[config.mk]
export PLATFORM = sky130hd
export DESIGN_NAME = gpio_bank
export DESIGN_NICKNAME = d
export VERILOG_FILES = /design/src/logic/gpio_bank_pkg.sv /design/src/logic/gpio_bank.sv /design/src/logic/line_sync.sv /design/src/logic/status_blinker.sv
export SDC_FILE = /design/constraint.sdc
export NUM_CORES = 1
export LEC_CHECK = 0
export ABC_AREA = 1
export BUFFER_PORTS_ARGS = -buffer_cell sky130_fd_sc_hd__buf_2
export CORE_AREA = 2 2 172 174
export CTS_BUF_LIST = sky130_fd_sc_hd__clkbuf_2
export CTS_CLUSTER_SIZE = 40
export DETAILED_ROUTE_END_ITERATION = 6
export DIE_AREA = 0 0 174 176
export PLACE_DENSITY = 0.74
export SYNTH_ARGS = -nofsm -noshare
export SYNTH_HDL_FRONTEND = slang
export SYNTH_SLANG_ARGS = --single-unit
[constraint.sdc]
create_clock -name clk -period 10.7 [get_ports clk]
set_clock_uncertainty 0.2 [all_clocks]
set_input_delay 0.535 -clock clk [delete_from_list [all_inputs] [get_ports clk]]
set_output_delay 0.535 -clock clk [all_outputs]
set_load 0.02 [all_outputs]
[src/logic/gpio_bank_pkg.sv]
// Package: constants, modes and timing for the general-purpose I/O bank
package gpio_bank_pkg;
    localparam int    NUM_PRIMARY   = 10;
    localparam int    NUM_EXTRA     = 17;
    localparam int    NUM_LINES     = NUM_PRIMARY + NUM_EXTRA;
    localparam int    CLK_HZ        = 25000000;
    // Blink time base in milliseconds and its length in clock cycles
    localparam int    TICK_MS       = 100;
    localparam int    TICK_CYCLES   = CLK_HZ / 1000 * TICK_MS;
    // Status indicator timing in milliseconds, as printed
    localparam int    FAST_PERIOD_MS = 1000;
    localparam int    FAST_HIGH_MS   = 500;
    localparam int    SLOW_PERIOD_MS = 3000;
    localparam int    SLOW_HIGH_MS   = 300;
    localparam int    FAST_PERIOD_TK = FAST_PERIOD_MS / TICK_MS;
    localparam int    FAST_HIGH_TK   = FAST_HIGH_MS / TICK_MS;
    localparam int    SLOW_PERIOD_TK = SLOW_PERIOD_MS / TICK_MS;
    localparam int    SLOW_HIGH_TK   = SLOW_HIGH_MS / TICK_MS;
    // Line indices (zero based) of the indicator and wake-capable lines
    localparam int    STATUS_LINE   = 0;
    localparam int    READY_LINE    = 7;
    localparam logic [NUM_PRIMARY-1:0] WAKE_MASK = 10'h099;
    // Per-line function select
    typedef enum logic [2:0] {
        MODE_INPUT,
        MODE_OUTPUT,
        MODE_ALTERNATE,
        MODE_I2C,
        MODE_PERIPHERAL
    } line_mode_t;
    // Network state driving the status indicator
    typedef enum logic [2:0] {
        NET_OFF,
        NET_SEARCH,
        NET_REGISTERED,
        NET_CALL
    } net_state_t;
    // Interrupt trigger kinds
    typedef enum logic [1:0] {
        TRIG_RISE,
        TRIG_FALL,
        TRIG_BOTH,
        TRIG_HIGH
    } trig_t;
endpackage

[src/logic/gpio_bank.sv]
// General-purpose I/O bank with status and software-ready indicators
// How it works
// - Each line picks input, output, alternate, I2C or peripheral
// - Input lines report the sampled pad level
// - Output lines drive and read back written value
// - Alternate lines follow internal logic, not software
// - Ten primary lines always usable as GPIO
// - Extra lines GPIO only when peripheral unused
// - Primary lines may select I2C function
// - Any input line can raise an interrupt
// - Only lines 1,4,5,8 can wake
// - Output mode drives high and low actively
// - Line 1 resets to network status indicator
// - Searching: 1 s period, 0.5 s high
// - Registered: 3 s period, 0.3 s high
// - Off low, call active high
// - Ready indicator low until boot done
// - Ready indicator high while commands accepted
// - Line 8 resets to software-ready indicator
// - Temperature alarm drives selected line high
module gpio_bank
    import gpio_bank_pkg::*;
#(
    parameter int LINES = NUM_LINES
) (
    input  wire logic                     clk,
    input  wire logic                     reset,
    // Pads
    input  wire logic [LINES-1:0]         padIn,
    output logic      [LINES-1:0]         padOut,
    output logic      [LINES-1:0]         padOe,
    // Configuration
    input  wire logic [LINES-1:0]         cfgWrite,
    input  wire line_mode_t               cfgMode,
    input  wire logic [LINES-1:0]         outWrite,
    input  wire logic [LINES-1:0]         outValue,
    input  wire trig_t                    trigKind,
    input  wire logic [LINES-1:0]         irqEnable,
    input  wire logic [LINES-1:0]         irqClear,
    input  wire logic                     sleeping,
    // Internal functions
    input  wire logic [LINES-NUM_PRIMARY-1:0] peripheralBusy,
    input  wire logic [LINES-NUM_PRIMARY-1:0] peripheralOut,
    input  wire logic [LINES-NUM_PRIMARY-1:0] peripheralOe,
    input  wire logic [NUM_PRIMARY-1:0]   i2cOut,
    input  wire logic [NUM_PRIMARY-1:0]   i2cOe,
    input  wire net_state_t               netState,
    input  wire logic                     bootDone,
    input  wire logic                     commandReady,
    input  wire logic                     temperatureMonitorCommand,
    input  wire logic                     tempMaxReached,
    input  wire logic [4:0]               tempLineSel,
    // Status
    output logic      [LINES-1:0]         readValue,
    output logic      [LINES-1:0]         irqPending,
    output logic                          wakeRequest,
    output line_mode_t                    modeOf [LINES]
);
    import gpio_bank_pkg::*;

    logic [LINES-1:0] padSync;
    logic [LINES-1:0] padPrev_reg;
    logic [LINES-1:0] driven_reg;
    logic [LINES-1:0] edgeHit;
    logic [LINES-1:0] isInput;
    logic [LINES-1:0] tempForce;
    logic             statusLevel;
    logic             readyLevel;
    line_mode_t       mode_reg [LINES];

    // Is a mode legal for a given line
    function automatic logic mode_ok(input int idx, input line_mode_t m, input logic busy);
        logic ok;
        ok = 1'b0;
        if (idx < NUM_PRIMARY) begin
            ok = (m == MODE_INPUT) || (m == MODE_OUTPUT) || (m == MODE_I2C)
                 || (m == MODE_ALTERNATE && (idx == STATUS_LINE || idx == READY_LINE));
        end else begin
            ok = (m == MODE_PERIPHERAL) || (!busy && (m == MODE_INPUT || m == MODE_OUTPUT));
        end
        return ok;
    endfunction

    ////////////////////////////////////////////////////////////////////////////
    // Synchronise pads before sampling or detecting edges
    line_sync #(.WIDTH(LINES)) uSync (
        .clk     (clk),
        .reset   (reset),
        .asyncIn (padIn),
        .syncOut (padSync)
    );

    status_blinker uBlink (
        .clk       (clk),
        .reset     (reset),
        .netState  (netState),
        .indicator (statusLevel)
    );

    // Ready indicator: low until boot done, then follows readiness
    always_ff @(posedge clk or posedge reset) begin
        if (reset) begin
            readyLevel <= 1'b0;
        end else begin
            readyLevel <= bootDone && commandReady;
        end
    end

    ////////////////////////////////////////////////////////////////////////////
    // Per-line mode, output latch and interrupt state
    genvar i;
    generate
        for (i = 0; i < LINES; i++) begin : gLine
            localparam int PIDX = (i >= NUM_PRIMARY) ? i - NUM_PRIMARY : 0;
            logic busy;
            assign busy = (i >= NUM_PRIMARY) ? peripheralBusy[PIDX] : 1'b0;

            // Exactly one mode per line; illegal requests ignored
            always_ff @(posedge clk or posedge reset) begin
                if (reset) begin
                    if (i == STATUS_LINE || i == READY_LINE) begin
                        mode_reg[i] <= MODE_ALTERNATE;
                    end else if (i >= NUM_PRIMARY) begin
                        mode_reg[i] <= MODE_PERIPHERAL;
                    end else begin
                        mode_reg[i] <= MODE_INPUT;
                    end
                end else if (cfgWrite[i] && mode_ok(i, cfgMode, busy)) begin
                    mode_reg[i] <= cfgMode;
                end
            end

            // Software output value
            always_ff @(posedge clk or posedge reset) begin
                if (reset) begin
                    driven_reg[i] <= 1'b0;
                end else if (outWrite[i]) begin
                    driven_reg[i] <= outValue[i];
                end
            end

            // Pad drive selection; push-pull so enable covers both levels
            always_comb begin
                padOut[i] = 1'b0;
                padOe[i]  = 1'b0;
                case (mode_reg[i])
                    MODE_OUTPUT: begin
                        padOut[i] = driven_reg[i];
                        padOe[i]  = 1'b1;
                    end
                    MODE_ALTERNATE: begin
                        padOut[i] = (i == STATUS_LINE) ? statusLevel : readyLevel;
                        padOe[i]  = 1'b1;
                    end
                    MODE_I2C: begin
                        padOut[i] = (i < NUM_PRIMARY) ? i2cOut[i % NUM_PRIMARY] : 1'b0;
                        padOe[i]  = (i < NUM_PRIMARY) ? i2cOe[i % NUM_PRIMARY] : 1'b0;
                    end
                    MODE_PERIPHERAL: begin
                        padOut[i] = (i >= NUM_PRIMARY) ? peripheralOut[PIDX] : 1'b0;
                        padOe[i]  = (i >= NUM_PRIMARY) ? peripheralOe[PIDX] : 1'b0;
                    end
                    default: begin
                    end
                endcase
                if (tempForce[i]) begin
                    padOut[i] = 1'b1;
                    padOe[i]  = 1'b1;
                end
            end

            assign isInput[i] = (mode_reg[i] == MODE_INPUT);
            assign tempForce[i] = temperatureMonitorCommand && tempMaxReached
                                  && (tempLineSel == 5'(i));

            // Trigger detection on the synchronised level
            always_comb begin
                case (trigKind)
                    TRIG_RISE: edgeHit[i] = padSync[i] && !padPrev_reg[i];
                    TRIG_FALL: edgeHit[i] = !padSync[i] && padPrev_reg[i];
                    TRIG_BOTH: edgeHit[i] = padSync[i] != padPrev_reg[i];
                    default:   edgeHit[i] = padSync[i];
                endcase
            end

            // Sticky pending flag; a new event beats a clear
            always_ff @(posedge clk or posedge reset) begin
                if (reset) begin
                    irqPending[i] <= 1'b0;
                end else if (isInput[i] && irqEnable[i] && edgeHit[i]) begin
                    irqPending[i] <= 1'b1;
                end else if (irqClear[i]) begin
                    irqPending[i] <= 1'b0;
                end
            end

            assign modeOf[i] = mode_reg[i];
        end
    endgenerate

    // Previous synchronised level for edge detection
    always_ff @(posedge clk or posedge reset) begin
        if (reset) begin
            padPrev_reg <= '0;
        end else begin
            padPrev_reg <= padSync;
        end
    end

    // Read value: inputs show the pad, outputs show the driven value
    always_ff @(posedge clk or posedge reset) begin
        if (reset) begin
            readValue <= '0;
        end else begin
            for (int k = 0; k < LINES; k++) begin
                readValue[k] <= (mode_reg[k] == MODE_OUTPUT) ? driven_reg[k]
                                                               : padSync[k];
            end
        end
    end

    // Wake only from the permitted lines while asleep
    always_ff @(posedge clk or posedge reset) begin
        if (reset) begin
            wakeRequest <= 1'b0;
        end else begin
            wakeRequest <= sleeping
                && |(irqPending[NUM_PRIMARY-1:0] & WAKE_MASK);
        end
    end
endmodule

[src/logic/line_sync.sv]
// Two-stage synchroniser for a vector of pad inputs
module line_sync #(
    parameter int WIDTH = 27
) (
    input  wire logic             clk,
    input  wire logic             reset,
    input  wire logic [WIDTH-1:0] asyncIn,
    output logic      [WIDTH-1:0] syncOut
);
    logic [WIDTH-1:0] stage1_reg;

    // First stage is read only by the second stage
    always_ff @(posedge clk or posedge reset) begin
        if (reset) begin
            stage1_reg <= '0;
            syncOut    <= '0;
        end else begin
            stage1_reg <= asyncIn;
            syncOut    <= stage1_reg;
        end
    end
endmodule

[src/logic/status_blinker.sv]
// Network status indicator pattern generator on a counted time base
module status_blinker
    import gpio_bank_pkg::*;
(
    input  wire logic       clk,
    input  wire logic       reset,
    input  wire net_state_t netState,
    output logic            indicator
);
    logic [$clog2(TICK_CYCLES)-1:0] tickCount_reg;
    logic [4:0]                     phase_reg;
    logic                           tick;
    logic [4:0]                     periodTk;
    logic [4:0]                     highTk;
    net_state_t                     lastState_reg;

    assign tick = (tickCount_reg == ($clog2(TICK_CYCLES))'(TICK_CYCLES - 1));

    // Time base counter
    always_ff @(posedge clk or posedge reset) begin
        if (reset) begin
            tickCount_reg <= '0;
        end else if (tick) begin
            tickCount_reg <= '0;
        end else begin
            tickCount_reg <= tickCount_reg + 1'b1;
        end
    end

    // Pattern select: periods are whole multiples of the tick
    always_comb begin
        periodTk = 5'(FAST_PERIOD_TK);
        highTk   = 5'(FAST_HIGH_TK);
        if (netState == NET_REGISTERED) begin
            periodTk = 5'(SLOW_PERIOD_TK);
            highTk   = 5'(SLOW_HIGH_TK);
        end
    end

    // Phase restarts when the state changes so a new pattern starts clean
    always_ff @(posedge clk or posedge reset) begin
        if (reset) begin
            phase_reg     <= '0;
            lastState_reg <= NET_OFF;
        end else begin
            lastState_reg <= netState;
            if (netState != lastState_reg) begin
                phase_reg <= '0;
            end else if (tick) begin
                phase_reg <= (phase_reg >= periodTk - 5'd1) ? 5'd0 : phase_reg + 5'd1;
            end
        end
    end

    // Output level per network state
    always_ff @(posedge clk or posedge reset) begin
        if (reset) begin
            indicator <= 1'b0;
        end else begin
            case (netState)
                NET_OFF:  indicator <= 1'b0;
                NET_CALL: indicator <= 1'b1;
                default:  indicator <= (phase_reg < highTk);
            endcase
        end
    end
endmodule

# Word level (Yosys, flattened, before mapping)
# Index checks and enable logic that the tools add are counted.
dict set report word_totals {
  ff_bits 276
  latchBits 0
  ramBits 0
  romBits 0
  in_bits 253
  out_inout_bits 190
  word_cells 823
  n_memories 0
}
dict set report op_classes {
  addsub 3
  n_mul 0
  n_div 0
  magnitude_cmp 2
  eq_ne 144
  shift 0
  muxes 223
  n_bitwise 0
  n_reduce_logical 360
}
# operator n
set op_table {}
lappend op_table {{1-bit logical AND} 182}
lappend op_table {{1-bit case mux with 3 select lines} 54}
lappend op_table {{1-bit two-way mux} 135}
lappend op_table {{3-bit by 2-bit == test with 1-bit output, second input constant} 41}
lappend op_table {{3-bit zero test} 29}
lappend op_table {{3-bit by 1-bit == test with 1-bit output, second input constant} 28}
lappend op_table {{1-bit zero test} 71}
lappend op_table {{1-bit case mux with 2 select lines} 28}
lappend op_table {{2-bit nonzero test} 28}
lappend op_table {{5-bit == test, second input constant} 11}
lappend op_table {{3-bit == test, second input constant} 18}
lappend op_table {{2-bit OR reduction} 27}
lappend op_table {{5-bit by 4-bit == test with 1-bit output, second input constant} 8}
lappend op_table {{1-bit != test} 27}
lappend op_table {{22-bit by 1-bit adder with 22-bit output, second input constant} 1}
lappend op_table {{22-bit == test, second input constant} 1}
lappend op_table {{22-bit two-way mux} 1}
lappend op_table {{5-bit by 3-bit == test with 1-bit output, second input constant} 4}
lappend op_table {{1-bit logical OR} 20}
lappend op_table {{5-bit two-way mux} 4}
lappend op_table {{5-bit by 2-bit == test with 1-bit output, second input constant} 2}
lappend op_table {{5-bit by 1-bit adder with 5-bit output, second input constant} 1}
lappend op_table {{5-bit by 1-bit == test with 1-bit output, second input constant} 1}
lappend op_table {{5-bit greater-or-equal comparator} 1}
lappend op_table {{9 further kinds} 9}

# Depth between registers and ports, before layout
# Gate-level depths: netlist (run 1).
dict set report logic_depth {
  depth_word 7
  ltp_mapped 10
  depth_no_buf 10
}

# Modules after synthesis
# From an unflattened synthesis (run 1), not the netlist that was laid out.
dict set report hier_totals {
  cells_unflattened 1662
  area_unflattened_um2 13721.9
}
# mod n_inst cells_each area_per_inst_um2 seq_area_each_um2
set by_module_without_submodules {}
lappend by_module_without_submodules {gpio_bank 1 1369 10547.6 4803.4}
lappend by_module_without_submodules {status_blinker 1 238 1819.2 775.7}
lappend by_module_without_submodules {line_sync 1 55 1355.0 1351.3}

# Least setup slack after synthesis (run 1)
# No wires, ideal clock.
dict set report synth_path {
  path_kind {input port to output port}
  start {input tempLineSel[0]}
  end {output padOe[3]}
  t_arrival_ns 1.400
  required_ns 9.965
  slack_ns 8.565
  path_stages 5
  path_buffers 1
  path_cell_list {buf_2 inv_1 nor3_2 nand2_1 o21ai_0}
}
dict set report synth_between {
  elab_chain_len 3
}
# element line_no
set synth_rtl {}
lappend synth_rtl {{start, declared} gpio_bank.sv:52} ;# input wire logic [4:0] tempLineSel,
lappend synth_rtl {{5-bit by 2-bit == test with 1-bit output} gpio_bank.sv:174} ;# && (tempLineSel == 5'(i));
lappend synth_rtl {{1-bit logical AND} gpio_bank.sv:174}
lappend synth_rtl {{1-bit two-way mux} gpio_bank.sv:166} ;# if (tempForce[i]) begin
lappend synth_rtl {{end, declared} gpio_bank.sv:31} ;# output logic [LINES-1:0] padOe,
# Every way passes these cells.

# Worst setup path after layout (run 1)
dict set report layout_path {
  start {register readyLevel}
  end {output padOut[22]}
}
dict set report layout_between {
  elab_chain_len 2
}
# element line_no
set layout_rtl {}
lappend layout_rtl {{start, declared} gpio_bank.sv:68} ;# logic readyLevel;
lappend layout_rtl {{start signal, assigned} gpio_bank.sv:105} ;# readyLevel <= bootDone && commandReady;
lappend layout_rtl {{1-bit case mux with 3 select lines} gpio_bank.sv:146} ;# case (mode_reg[i])
lappend layout_rtl {{1-bit two-way mux} gpio_bank.sv:166}
lappend layout_rtl {{end, declared} gpio_bank.sv:30} ;# output logic [LINES-1:0] padOut,
# Every way passes these cells.

==> qor.txt, run 1 <==
Final Hold Viols: 0
Register bit count reported by yosys: 276
Syn nets: 1779
GP Congestion: 0.977
Setup tns final: 0 ns
H-tree depth: 3
Final worst-path cycle share: 0.314
Distinct cells, synth: 39
Synth top area share: 0.483
Switching Share: 0.357
Post-synthesis instance total: 1464
# IOs: 443
Die ar.: 30600 sq um
WP buf/inv: 3
First-pass GRT wire length: 74900 um
DRT iter0 DRCs: 1077
Syn. warnings: 0
Max transition margin: 0.325
Deepest clock path buffer count: 3
Routed len/inst: 18.8 um
Beginning of the worst hold path: cfgMode[2]
Largest register FFs: 81
Worst EP required: 9.97 ns
R2R Setup Slk: 8.42 ns
CTS Buf Count: 73
Power per standard cell area: 149 nW/um^2
Status: finished clean
Static Leakage: 9.80 nW
Avg Cell Area, Syn: 9.09 sq um
Reg clk slew, reported paths: 0.10 ns
CP max-delay cell: o2111ai_1
Final WL: 49200 um
Total GRT Usage: 0.317
Final Critical Period: 3.36 ns
R2R Path Start: uBlink.tickCount_reg[0]
Most frequent cell after synthesis: nand2_1
Vias in the first global route: 13900
Clock power share: 0.292
Worst IR drop on VDD: 107 uV
Skew-Pair Late Insertion Delay: 0.88 ns
Core Area: 28500 sq um
Area delta synth->final: 40.6%
Post-synth EDFFs: 0
Post-CTS sizing: 0
Crit path from: readyLevel
Comb power frac: 0.264
Cell accounting for the most synthesized area: dfrtp_1
Hpwl dp: 35400 um
Average vias per placed instance: 5.28
Initial Utilization: 0.466
Share of cells above drive strength 1: 0.290
Place WS: 7.26 ns
Total grt overflow: 0
Via count: 13800
Worst-path cell chain: buf_4 > inv_1 > o2111ai_1 > buf_2
Register area: 6930 sq um
Drc violations: 0
Final instance area: 18700 sq um
Synth top cells by count: nand2_1, dfrtp_1, inv_1
Nets@finish: 2486
Multi-input gate area: 5380 sq um
CTS tree: yes
Final Worst Setup Slack: 7.34 ns
Sequential area share after synthesis: 0.521
Internal: 1.79 mW
Worst slew pin tran: 1.01 ns
F_max: 297 MHz
DP Area: 15900 sq um
Hold Path Class: input pin to flop
Top cells by area, synth: dfrtp_1, nand2_1, inv_1
Unrepaired setup endpoints after global routing: false
Prevailing post-synth register cell: dfrtp_1
Drt pass-1 iters: 6
Endpoint arrival time on the critical path: 2.63 ns
Final count of negative-setup-slack endpoints: 0
Largest net degree at the start of global routing: 127
Sequential share of power: 0.444
Clk sinks: 276
Die Height: 176 um
Routed Antenna Nets: 0
Max-cap violations: 0
Critical path launch point type: flop
Port Buffers: 442
Clock Tree Root: clkbuf_2
Die width: 174 um
CP max FO: 16
Worst setup EP type: output port
Net Sw Power: 992 uW
Slowest Stage Delay on Critical Path: 0.51 ns
Share of synthesized registers carrying an async set or reset: 1.00
Mapped cell area: 13300 sq um
Site Rows: 62
Setup CP Type: flop to output port
Slew Viols, Final: 0
Largest delay share family, worst path: buffers and inverters
Initial antenna violation count: 5
Fillers: 2394
routing by layer:
layer,vias to the layer above,global-route usage,wire (um),part of all wire
met5,-,0,0,0
met3,150,0.0596,3650,0.074
met4,0,0.163,2290,0.046
li1,6351,-,-,-
met1,6651,0.385,19000,0.39
met2,666,0.541,24300,0.49
power by group through the flow:
stage                     sequential (mW)  clock, mW  combinational (mW)
final                                1.23      0.811               0.733
after floorplan                      1.32          0               0.301
after global routing                 1.25      0.883               0.788
after global placement               1.25          0               0.638
after CTS                            1.23      0.827               0.724
after detailed placement             1.25          0               0.648
layout make-up:
class	instances	area share
well taps	384	0.0257
flip-flops and latches	276	0.371
clock inverters	23	0.0104
diodes	5	0.000669
multi-input cells	944	0.288
clock buffers	107	0.0286
inverters	222	0.0450
repair buffers	654	0.231
kinds of logic (layout without fill, tap and decap cells):
| kind of cell | count (synthesis) | in the layout | synth area share |
|---|---|---|---|
| buffers and inverters | 244 | 1006 | 0.0748 |
| AO/OA/AOI/OAI | 235 | 235 | 0.109 |
| flip-flops | 276 | 276 | 0.521 |
| XOR/XNOR | 14 | 14 | 0.00922 |
| adder cells (fa/ha/maj) | 62 | 62 | 0.0583 |
| AND/OR/NAND/NOR | 612 | 612 | 0.210 |
| multiplexers | 21 | 21 | 0.0178 |
| other | 0 | 5 | 0 |
worst min-delay path: cells and delay by family:
kind	cells	cell delay [ns]
AO/OA/AOI/OAI	1	0.20
buffers and inverters	2	0.36
cells in the final DEF (no fill, tap or decap), types with 78 or more instances in the layout:
master,synthesis,final
buf_2,4,442
clkbuf_2,0,107
dfrtp_1,257,257
dlygate4sd3_1,0,207
inv_1,218,217
nand2_1,266,266
nand3_1,78,78
nand4_1,78,78
nor2_1,121,121
o21ai_0,104,104
metrics by stage:
stage          instances  utilization  power [mW]  hold WS [ns]
2_1_floorplan       1464            -        1.62         0.131
3_3_place_gp        2273        0.556        1.89         0.132
3_5_place_dp        2273        0.556        1.90         0.135
4_1_cts             2610        0.655        2.78        0.0272
5_1_grt             2615        0.655        2.92        0.0344
6_report            2615        0.655        2.78        0.0680
worst paths after layout:
| check | depth (start not counted) | endpoint |
|---|---|---|
| max reg2reg | 8 | uBlink.phase_reg[1] |
| min in group asynchronous | 3 | uSync.stage1_reg[12] |
| max in group asynchronous | 5 | driven_reg[6] |
| min reg2reg | 0 | uSync.syncOut[17] |
| min | 3 | modeOf[5] |
| max | 4 | padOut[22] |
repair_timing:
action                    CTS  global route
hold endpoints to repair  294             0
setup buffers               0             0
hold buffers              207             0
No activity file was read; power rests on OpenSTA's default activity.
==> run 2, diff against run 1 <==
==> constraint.sdc (replaced) <==
create_clock -name clk -period 3.2 [get_ports clk]
set_clock_uncertainty 0.2 [all_clocks]
set_input_delay 0.16 -clock clk [delete_from_list [all_inputs] [get_ports clk]]
set_output_delay 0.16 -clock clk [all_outputs]
set_load 0.02 [all_outputs]
==> run 2 against run 1 <==
  * Setup slack worse by 7.3 ns
  * Non-clock buffer count is 214 higher
  * Cell area is 12% higher
  * First-iteration DRC count is 19% higher
  * Sequential power grew to 3.4 times the previous value
  * Cell count is 8.5% higher
  * Register-to-register slack worse by 7.5 ns
  * Hold slack better by 0.0099 ns
  * Critical endpoint is now modeOf[44]
  * Largest power group unchanged
==> qor.txt, run 2 (same netlist as run 1, synthesis figures left out) <==
Drt pass-1 iters: 6 (unchanged)
Largest net degree at the start of global routing: 72 (-43%)
Top sig layer: met4
Hpwl dp: 35600 um (+0.68%)
Setup CP Type: input pin to flop
Routed Antenna Nets: 0 (unchanged)
Final count of negative-setup-slack endpoints: 0 (unchanged)
Sequential share of power: 0.424 (-0.020)
Worst EP required: 3.75 ns (-6.22 ns)
Final instance area: 20900 sq um (+12%)
Commonest non-fill, non-tap cells in the layout: buf_2, dlygate4sd3_1, nand2_1
# IOs: 443 (unchanged)
Total GRT Usage: 0.368 (+0.0514)
Comb power frac: 0.288 (+0.024)
Reg clk slew, reported paths: 0.12 ns (+0.02 ns)
Worst IR drop on VDD: 317 uV (+200%)
Via count: 15400 (+12%)
Initial Utilization: 0.466 (unchanged)
Commonest non-fill, non-tap cell in the layout: buf_2
Slew Viols, Final: 0 (unchanged)
H-tree depth: 3 (unchanged)
Post-layout util: 0.732 (+0.0767)
Endpoint arrival time on the critical path: 3.70 ns (+1.07 ns)
Setup tns final: 0 ns (unchanged)
Power per standard cell area: 468 nW/um^2 (+210%)
Port Buffers: 442 (unchanged)
Final WL: 56900 um (+16%)
CP max FO: 17 (+1)
Clk sinks: 276 (unchanged)
CTS Buf Count: 74 (+1.4%)
Unrepaired setup endpoints after global routing: false
Die Height: 176 um (unchanged)
Average vias per placed instance: 5.44 (+3.0%)
Die ar.: 30600 sq um (unchanged)
GP Congestion: 0.954 (-2.4%)
Met2 wire len: 27100 um (+11%)
F_max: 317 MHz
Core Area: 28500 sq um (unchanged)
Max transition margin: 0.412 (+0.0871)
Worst setup EP type: flop
Initial antenna violation count: 8 (+3)
Nets@finish: 2701 (+8.6%)
Final Hold Viols: 0 (unchanged)
Max-cap violations: 0 (unchanged)
Share of cells above drive strength 1: 0.270 (-0.0197)
Total grt overflow: 0 (unchanged)
First-pass GRT wire length: 87400 um (+17%)
CTS tree: yes
Area delta synth->final: 57.0%
Switching Share: 0.360 (+0.00349)
Internal: 6.25 mW (+250%)
Deepest clock path buffer count: 3 (unchanged)
Die width: 174 um (unchanged)
Net Sw Power: 3.52 mW (+260%)
DRT iter0 DRCs: 1283 (+19%)
Vias in the first global route: 16100 (+16%)
Static Leakage: 10.8 nW (+9.8%)
Status: finished clean
Place WS: 0.791 ns (-6.47 ns)
Skew-Pair Late Insertion Delay: 0.88 ns (about the same)
Critical path launch point type: input pin
Drc violations: 0 (unchanged)
Hold Path Class: flop to flop
Site Rows: 62 (unchanged)
WL met1: 20800 um (+9.8%)
Worst slew pin tran: 0.879 ns (-0.133 ns)
Routed len/inst: 20.1 um (+6.6%)
WL met3: 4880 um (+34%)
Final worst-path cycle share: 0.985
Tot Pwr: 9.78 mW (+250%)
DP Area: 16000 sq um (+0.65%)
Clock power share: 0.289 (-0.003)
Largest register FFs: 81 (unchanged)
Final Worst Setup Slack: 0.0482 ns (-7.29 ns)
Clock Tree Root: clkbuf_2
Final Critical Period: 3.15 ns
-- run 2: cell types whose count changed in the layout (fill, tap and decap cells not counted), moves of 2 or more --
cell,change
buf_12,+3
clkinv_1,-2
buf_4,+7
inv_2,-3
diode_2,+4
clkinv_2,-2
clkbuf_2,+11
dlygate4sd3_1,+204
-- run 2: area by class of cell --
class,instances,area [sq um]
inverters,222,837
diodes,9,22.5
fillers,1994,7660
clock inverters,16,166
repair buffers,868,6480
flip-flops and latches,276,6930
multi-input cells,944,5390
clock buffers,118,591
well taps,384,480
-- run 2: worst max-delay path, stage by stage --
cell and delay (ns):
dlygate4sd3_1 0.54, dlygate4sd3_1 0.57, buf_2 0.22, inv_2 0.17
nand3_4 0.35, o21ai_2 0.25, dlygate4sd3_1 0.59, nand2_1 0.11
nand2_1 0.08, o21ai_1 0.06, dlygate4sd3_1 0.57
-- run 2: power by group through the flow --
stage	logic [mW]	registers (mW)	clock network (mW)
after global routing	2.99	4.17	3.06
after floorplan	1.01	4.40	0
after global placement	2.16	4.16	0
after CTS	2.67	4.10	2.84
after detailed placement	2.19	4.17	0
final	2.81	4.14	2.82
-- run 2: through the flow --
stage	hold slack [ns]	std cells
detailed placement	0.0501	2283
global route	0.0419	2836
global placement	0.0420	2283
floorplan	-0.00857	1464
finish	0.0779	2837
CTS	0.00292	2828
-- run 2: timing repair --
action                     4_1_cts  5_1_grt
hold buffers                   411        0
setup endpoints to repair        0        5
buffers inserted                 0        0
resized for setup                0        1
hold endpoints to repair       449        0
-- run 2: metal layers --
metal,track usage,vias to the layer above
li1,-,6784
met1,0.417,7323
met2,0.616,1000
met3,0.0919,327
met4,0.255,0
met5,0,-
-- run 2: path summary, 6_finish.rpt --
path                                           to  slack [ns]  cells after the start                 start
worst min register to register  uSync.syncOut[21]        0.08                      0  uSync.stage1_reg[21]
min in group asynchronous              modeOf[80]        0.31                      4                 reset
max in group asynchronous              modeOf[53]        1.52                      6                 reset
worst max-delay path                   modeOf[44]        0.05                     11            cfgMode[1]
worst max register to register      irqPending[2]        0.97                      7      uSync.syncOut[2]
worst min-delay path            uSync.syncOut[21]        0.08                      0  uSync.stage1_reg[21]
==> run 3, diff against run 2 <==
--- a/config.mk
+++ b/config.mk
@@ -5,14 +5,14 @@
 export SDC_FILE = /design/constraint.sdc
 export NUM_CORES = 1
 export LEC_CHECK = 0
-export ABC_AREA = 1
 export BUFFER_PORTS_ARGS = -buffer_cell sky130_fd_sc_hd__buf_2
-export CORE_AREA = 2 2 172 174
+export CORE_AREA = 2 2 174 176
 export CTS_BUF_LIST = sky130_fd_sc_hd__clkbuf_2
 export CTS_CLUSTER_SIZE = 40
 export DETAILED_ROUTE_END_ITERATION = 6
-export DIE_AREA = 0 0 174 176
+export DIE_AREA = 0 0 176 178
 export PLACE_DENSITY = 0.74
 export SYNTH_ARGS = -nofsm -noshare
 export SYNTH_HDL_FRONTEND = slang
+export SYNTH_HIERARCHICAL = 1
 export SYNTH_SLANG_ARGS = --single-unit
==> run 3 against run 2 <==
  * Register-to-register slack worse by 0.35 ns
  * Routed wire length is 7.6% lower
  * Cell area is 0.64% higher
  * Synthesized cell count is 12% lower
  * Largest cell class unchanged
  * Utilization shrank 1.7 points
  * Synthesized area is 2.9% higher
==> qor.txt, run 3 <==
Status: finished clean
Drt pass-1 iters: 5 (-1)
Final Critical Period: 2.90 ns (-0.249 ns)
Site Rows: 63 (+1.6%)
Distinct cells, synth: 57 (+46%)
Avg Cell Area, Syn: 10.6 sq um (+16%)
Most frequent cell after synthesis: dfrtp_1
Post-CTS sizing: 0 (unchanged)
H-tree depth: 3 (unchanged)
Die Height: 178 um (+1.1%)
Post-layout util: 0.715 (-0.0167)
Initial antenna violation count: 6 (-2)
Largest net degree at the start of global routing: 97 (+35%)
Setup tns final: 0 ns (unchanged)
DRT iter0 DRCs: 1052 (-18%)
Unrepaired setup endpoints after global routing: false
Commonest non-fill, non-tap cells in the layout: buf_2, dlygate4sd3_1, dfrtp_1
Commonest non-fill, non-tap cell in the layout: buf_2
First-pass GRT wire length: 79800 um (-8.7%)
Static Leakage: 10.2 nW (-5.4%)
Hold Slack: 0.100 ns (+0.0223 ns)
Largest register FFs: 81 (unchanged)
Average vias per placed instance: 5.59 (+2.8%)
Power per standard cell area: 481 nW/um^2 (+2.8%)
Initial Utilization: 0.466 (about the same)
Total GRT Usage: 0.326 (-0.0417)
Hpwl dp: 32500 um (-8.8%)
Endpoint arrival time on the critical path: 2.54 ns (-1.16 ns)
Core Area: 29400 sq um (+3.0%)
Worst IR drop on VDD: 311 uV (-1.8%)
Final count of negative-setup-slack endpoints: 0 (unchanged)
Top cells by area, synth: dfrtp_1, ha_1, dfstp_2
Register bit count reported by yosys: 276 (unchanged)
Vias in the first global route: 15000 (-6.8%)
# IOs: 443 (unchanged)
Clock Tree Root: clkbuf_2
Final worst-path cycle share: 0.907 (-0.0779)
Via count: 14700 (-4.5%)
Drc violations: 0 (unchanged)
Critical path launch point type: flop
F_max: 345 MHz (+8.6%)
Worst EP required: 2.84 ns (-0.91 ns)
Reg clk slew, reported paths: 0.11 ns (about the same)
CP max FO: 26 (+9)
Worst setup EP type: output port
Syn. warnings: 6 (+6)
Final WL: 52600 um (-7.6%)
Synth top area share: 0.470 (-0.0137)
Clk sinks: 276 (unchanged)
Share of cells above drive strength 1: 0.289 (+0.0190)
Mapped cell area: 13700 sq um (+2.9%)
Syn nets: 1609 (-9.6%)
Routed len/inst: 20.0 um (-0.57%)
Die ar.: 31300 sq um (+2.3%)
Sequential area share after synthesis: 0.506 (-0.0147)
Port Buffers: 442 (unchanged)
Worst slew pin tran: 1.09 ns (+0.214 ns)
Cell accounting for the most synthesized area: dfrtp_1
Final Hold Viols: 0 (unchanged)
Slew Viols, Final: 0 (unchanged)
Post-synth EDFFs: 0 (unchanged)
Die width: 176 um (+1.1%)
Total grt overflow: 0 (unchanged)
Share of synthesized registers carrying an async set or reset: 1.00 (unchanged)
Area delta synth->final: 53.6%
Max transition margin: 0.271 (-0.141)
Hold Path Class: input pin to flop
Skew-Pair Late Insertion Delay: 0.81 ns (-0.07 ns)
CTS tree: yes
GP Congestion: 0.869 (-8.9%)
Routed Antenna Nets: 0 (unchanged)
Max-cap violations: 0 (unchanged)
Synth top cells by count: dfrtp_1, inv_1, nand2_1
Setup CP Type: flop to output port
Deepest clock path buffer count: 3 (unchanged)
CTS Buf Count: 75 (+1.4%)
Post-synthesis instance total: 1295 (-12%)
Nets@finish: 2490 (-7.8%)
Prevailing post-synth register cell: dfrtp_1
-- run 3: cell count changes in the layout (fill, tap and decap cells not counted), sizes merged, moves of 27 or more --
cell    delta
o221ai    +33
a21oi     +35
nand4     -70
nor3      -33
nor2      -89
a211oi    +30
inv       -88
nor2b     +48
nor4b     +27
o21ai     -98
nand2    -184
nand3     -35
-- run 3: through the flow --
| stage | instances | instance area (sq um) | total power, mW | setup WS, ns |
|---|---|---|---|---|
| 3_5_place_dp | 2100 | 16300 | 6.76 | 0.497 |
| 5_1_grt | 2634 | 21000 | 10.6 | 0.159 |
| 3_3_place_gp | 2100 | 16300 | 6.70 | 0.544 |
| 2_1_floorplan | 1295 | 13700 | 5.76 | 0.393 |
| 6_report | 2636 | 21000 | 10.1 | 0.298 |
| 4_1_cts | 2629 | 21000 | 10.0 | 0.415 |
-- run 3: power by group --
| part | internal (mW) | switching (mW) |
|---|---|---|
| clock network | 1.28 | 1.57 |
| registers | 3.86 | 0.497 |
| logic | 1.31 | 1.58 |
-- run 3: critical path, cell delays in order, from the launching register on --
cell,delay [ns]
dfrtp_1,0.36
buf_4,0.39
nor4bb_1,0.46
a21oi_1,0.14
o211ai_1,0.15
buf_2,0.23
-- run 3: cell type report --
type	count	area, sq um
Multi-Input combinational cell	847	6070
Clock buffer	115	576
Inverter	133	503
Fill cell	1945	8380
Tap cell	390	488
Clock inverter	25	214
Sequential cell	276	6930
Antenna cell	7	17.5
Timing Repair Buffer	843	6220
-- run 3: path summary, 6_finish.rpt --
| kind | startpoint | end | cells past startpoint | slack (ns) |
|---|---|---|---|---|
| max in group asynchronous | reset | uSync/stage1_reg[24] | 5 | 1.37 |
| setup / recovery | readyLevel | padOut[14] | 5 | 0.30 |
| hold reg to reg | uSync/stage1_reg[10] | uSync/syncOut[10] | 0 | 0.14 |
| setup reg to reg | uBlink/tickCount_reg[9] | uBlink/phase_reg[1] | 4 | 0.62 |
| min in group asynchronous | reset | uBlink/lastState_reg[1] | 5 | 0.46 |
| hold / removal | irqEnable[8] | irqPending[8] | 5 | 0.10 |
-- run 3: cells by family (layout without fill, tap and decap cells) --
family / count (synthesis) / in the layout / share of synthesized area
fa+ha+maj: 61 / 61 / 0.0557
other cells: 0 / 7 / 0
simple gates: 385 / 385 / 0.165
mux: 50 / 50 / 0.0399
compound gates: 315 / 315 / 0.160
flops: 276 / 276 / 0.506
buf+inv: 172 / 1116 / 0.0506
xor+xnor: 36 / 36 / 0.0230
-- run 3: metal layers --
metal	part of all wire	track usage	vias to the layer above
met5	0	0	-
met4	0.058	0.194	0
met3	0.083	0.0867	223
met2	0.49	0.546	830
met1	0.37	0.378	7185
li1	-	-	6505
-- run 3: what timing repair did --
item / in CTS / in global routing
setup buffers: 0 / 0
hold buffers: 389 / 0
endpoints found under the hold margin: 437 / 0
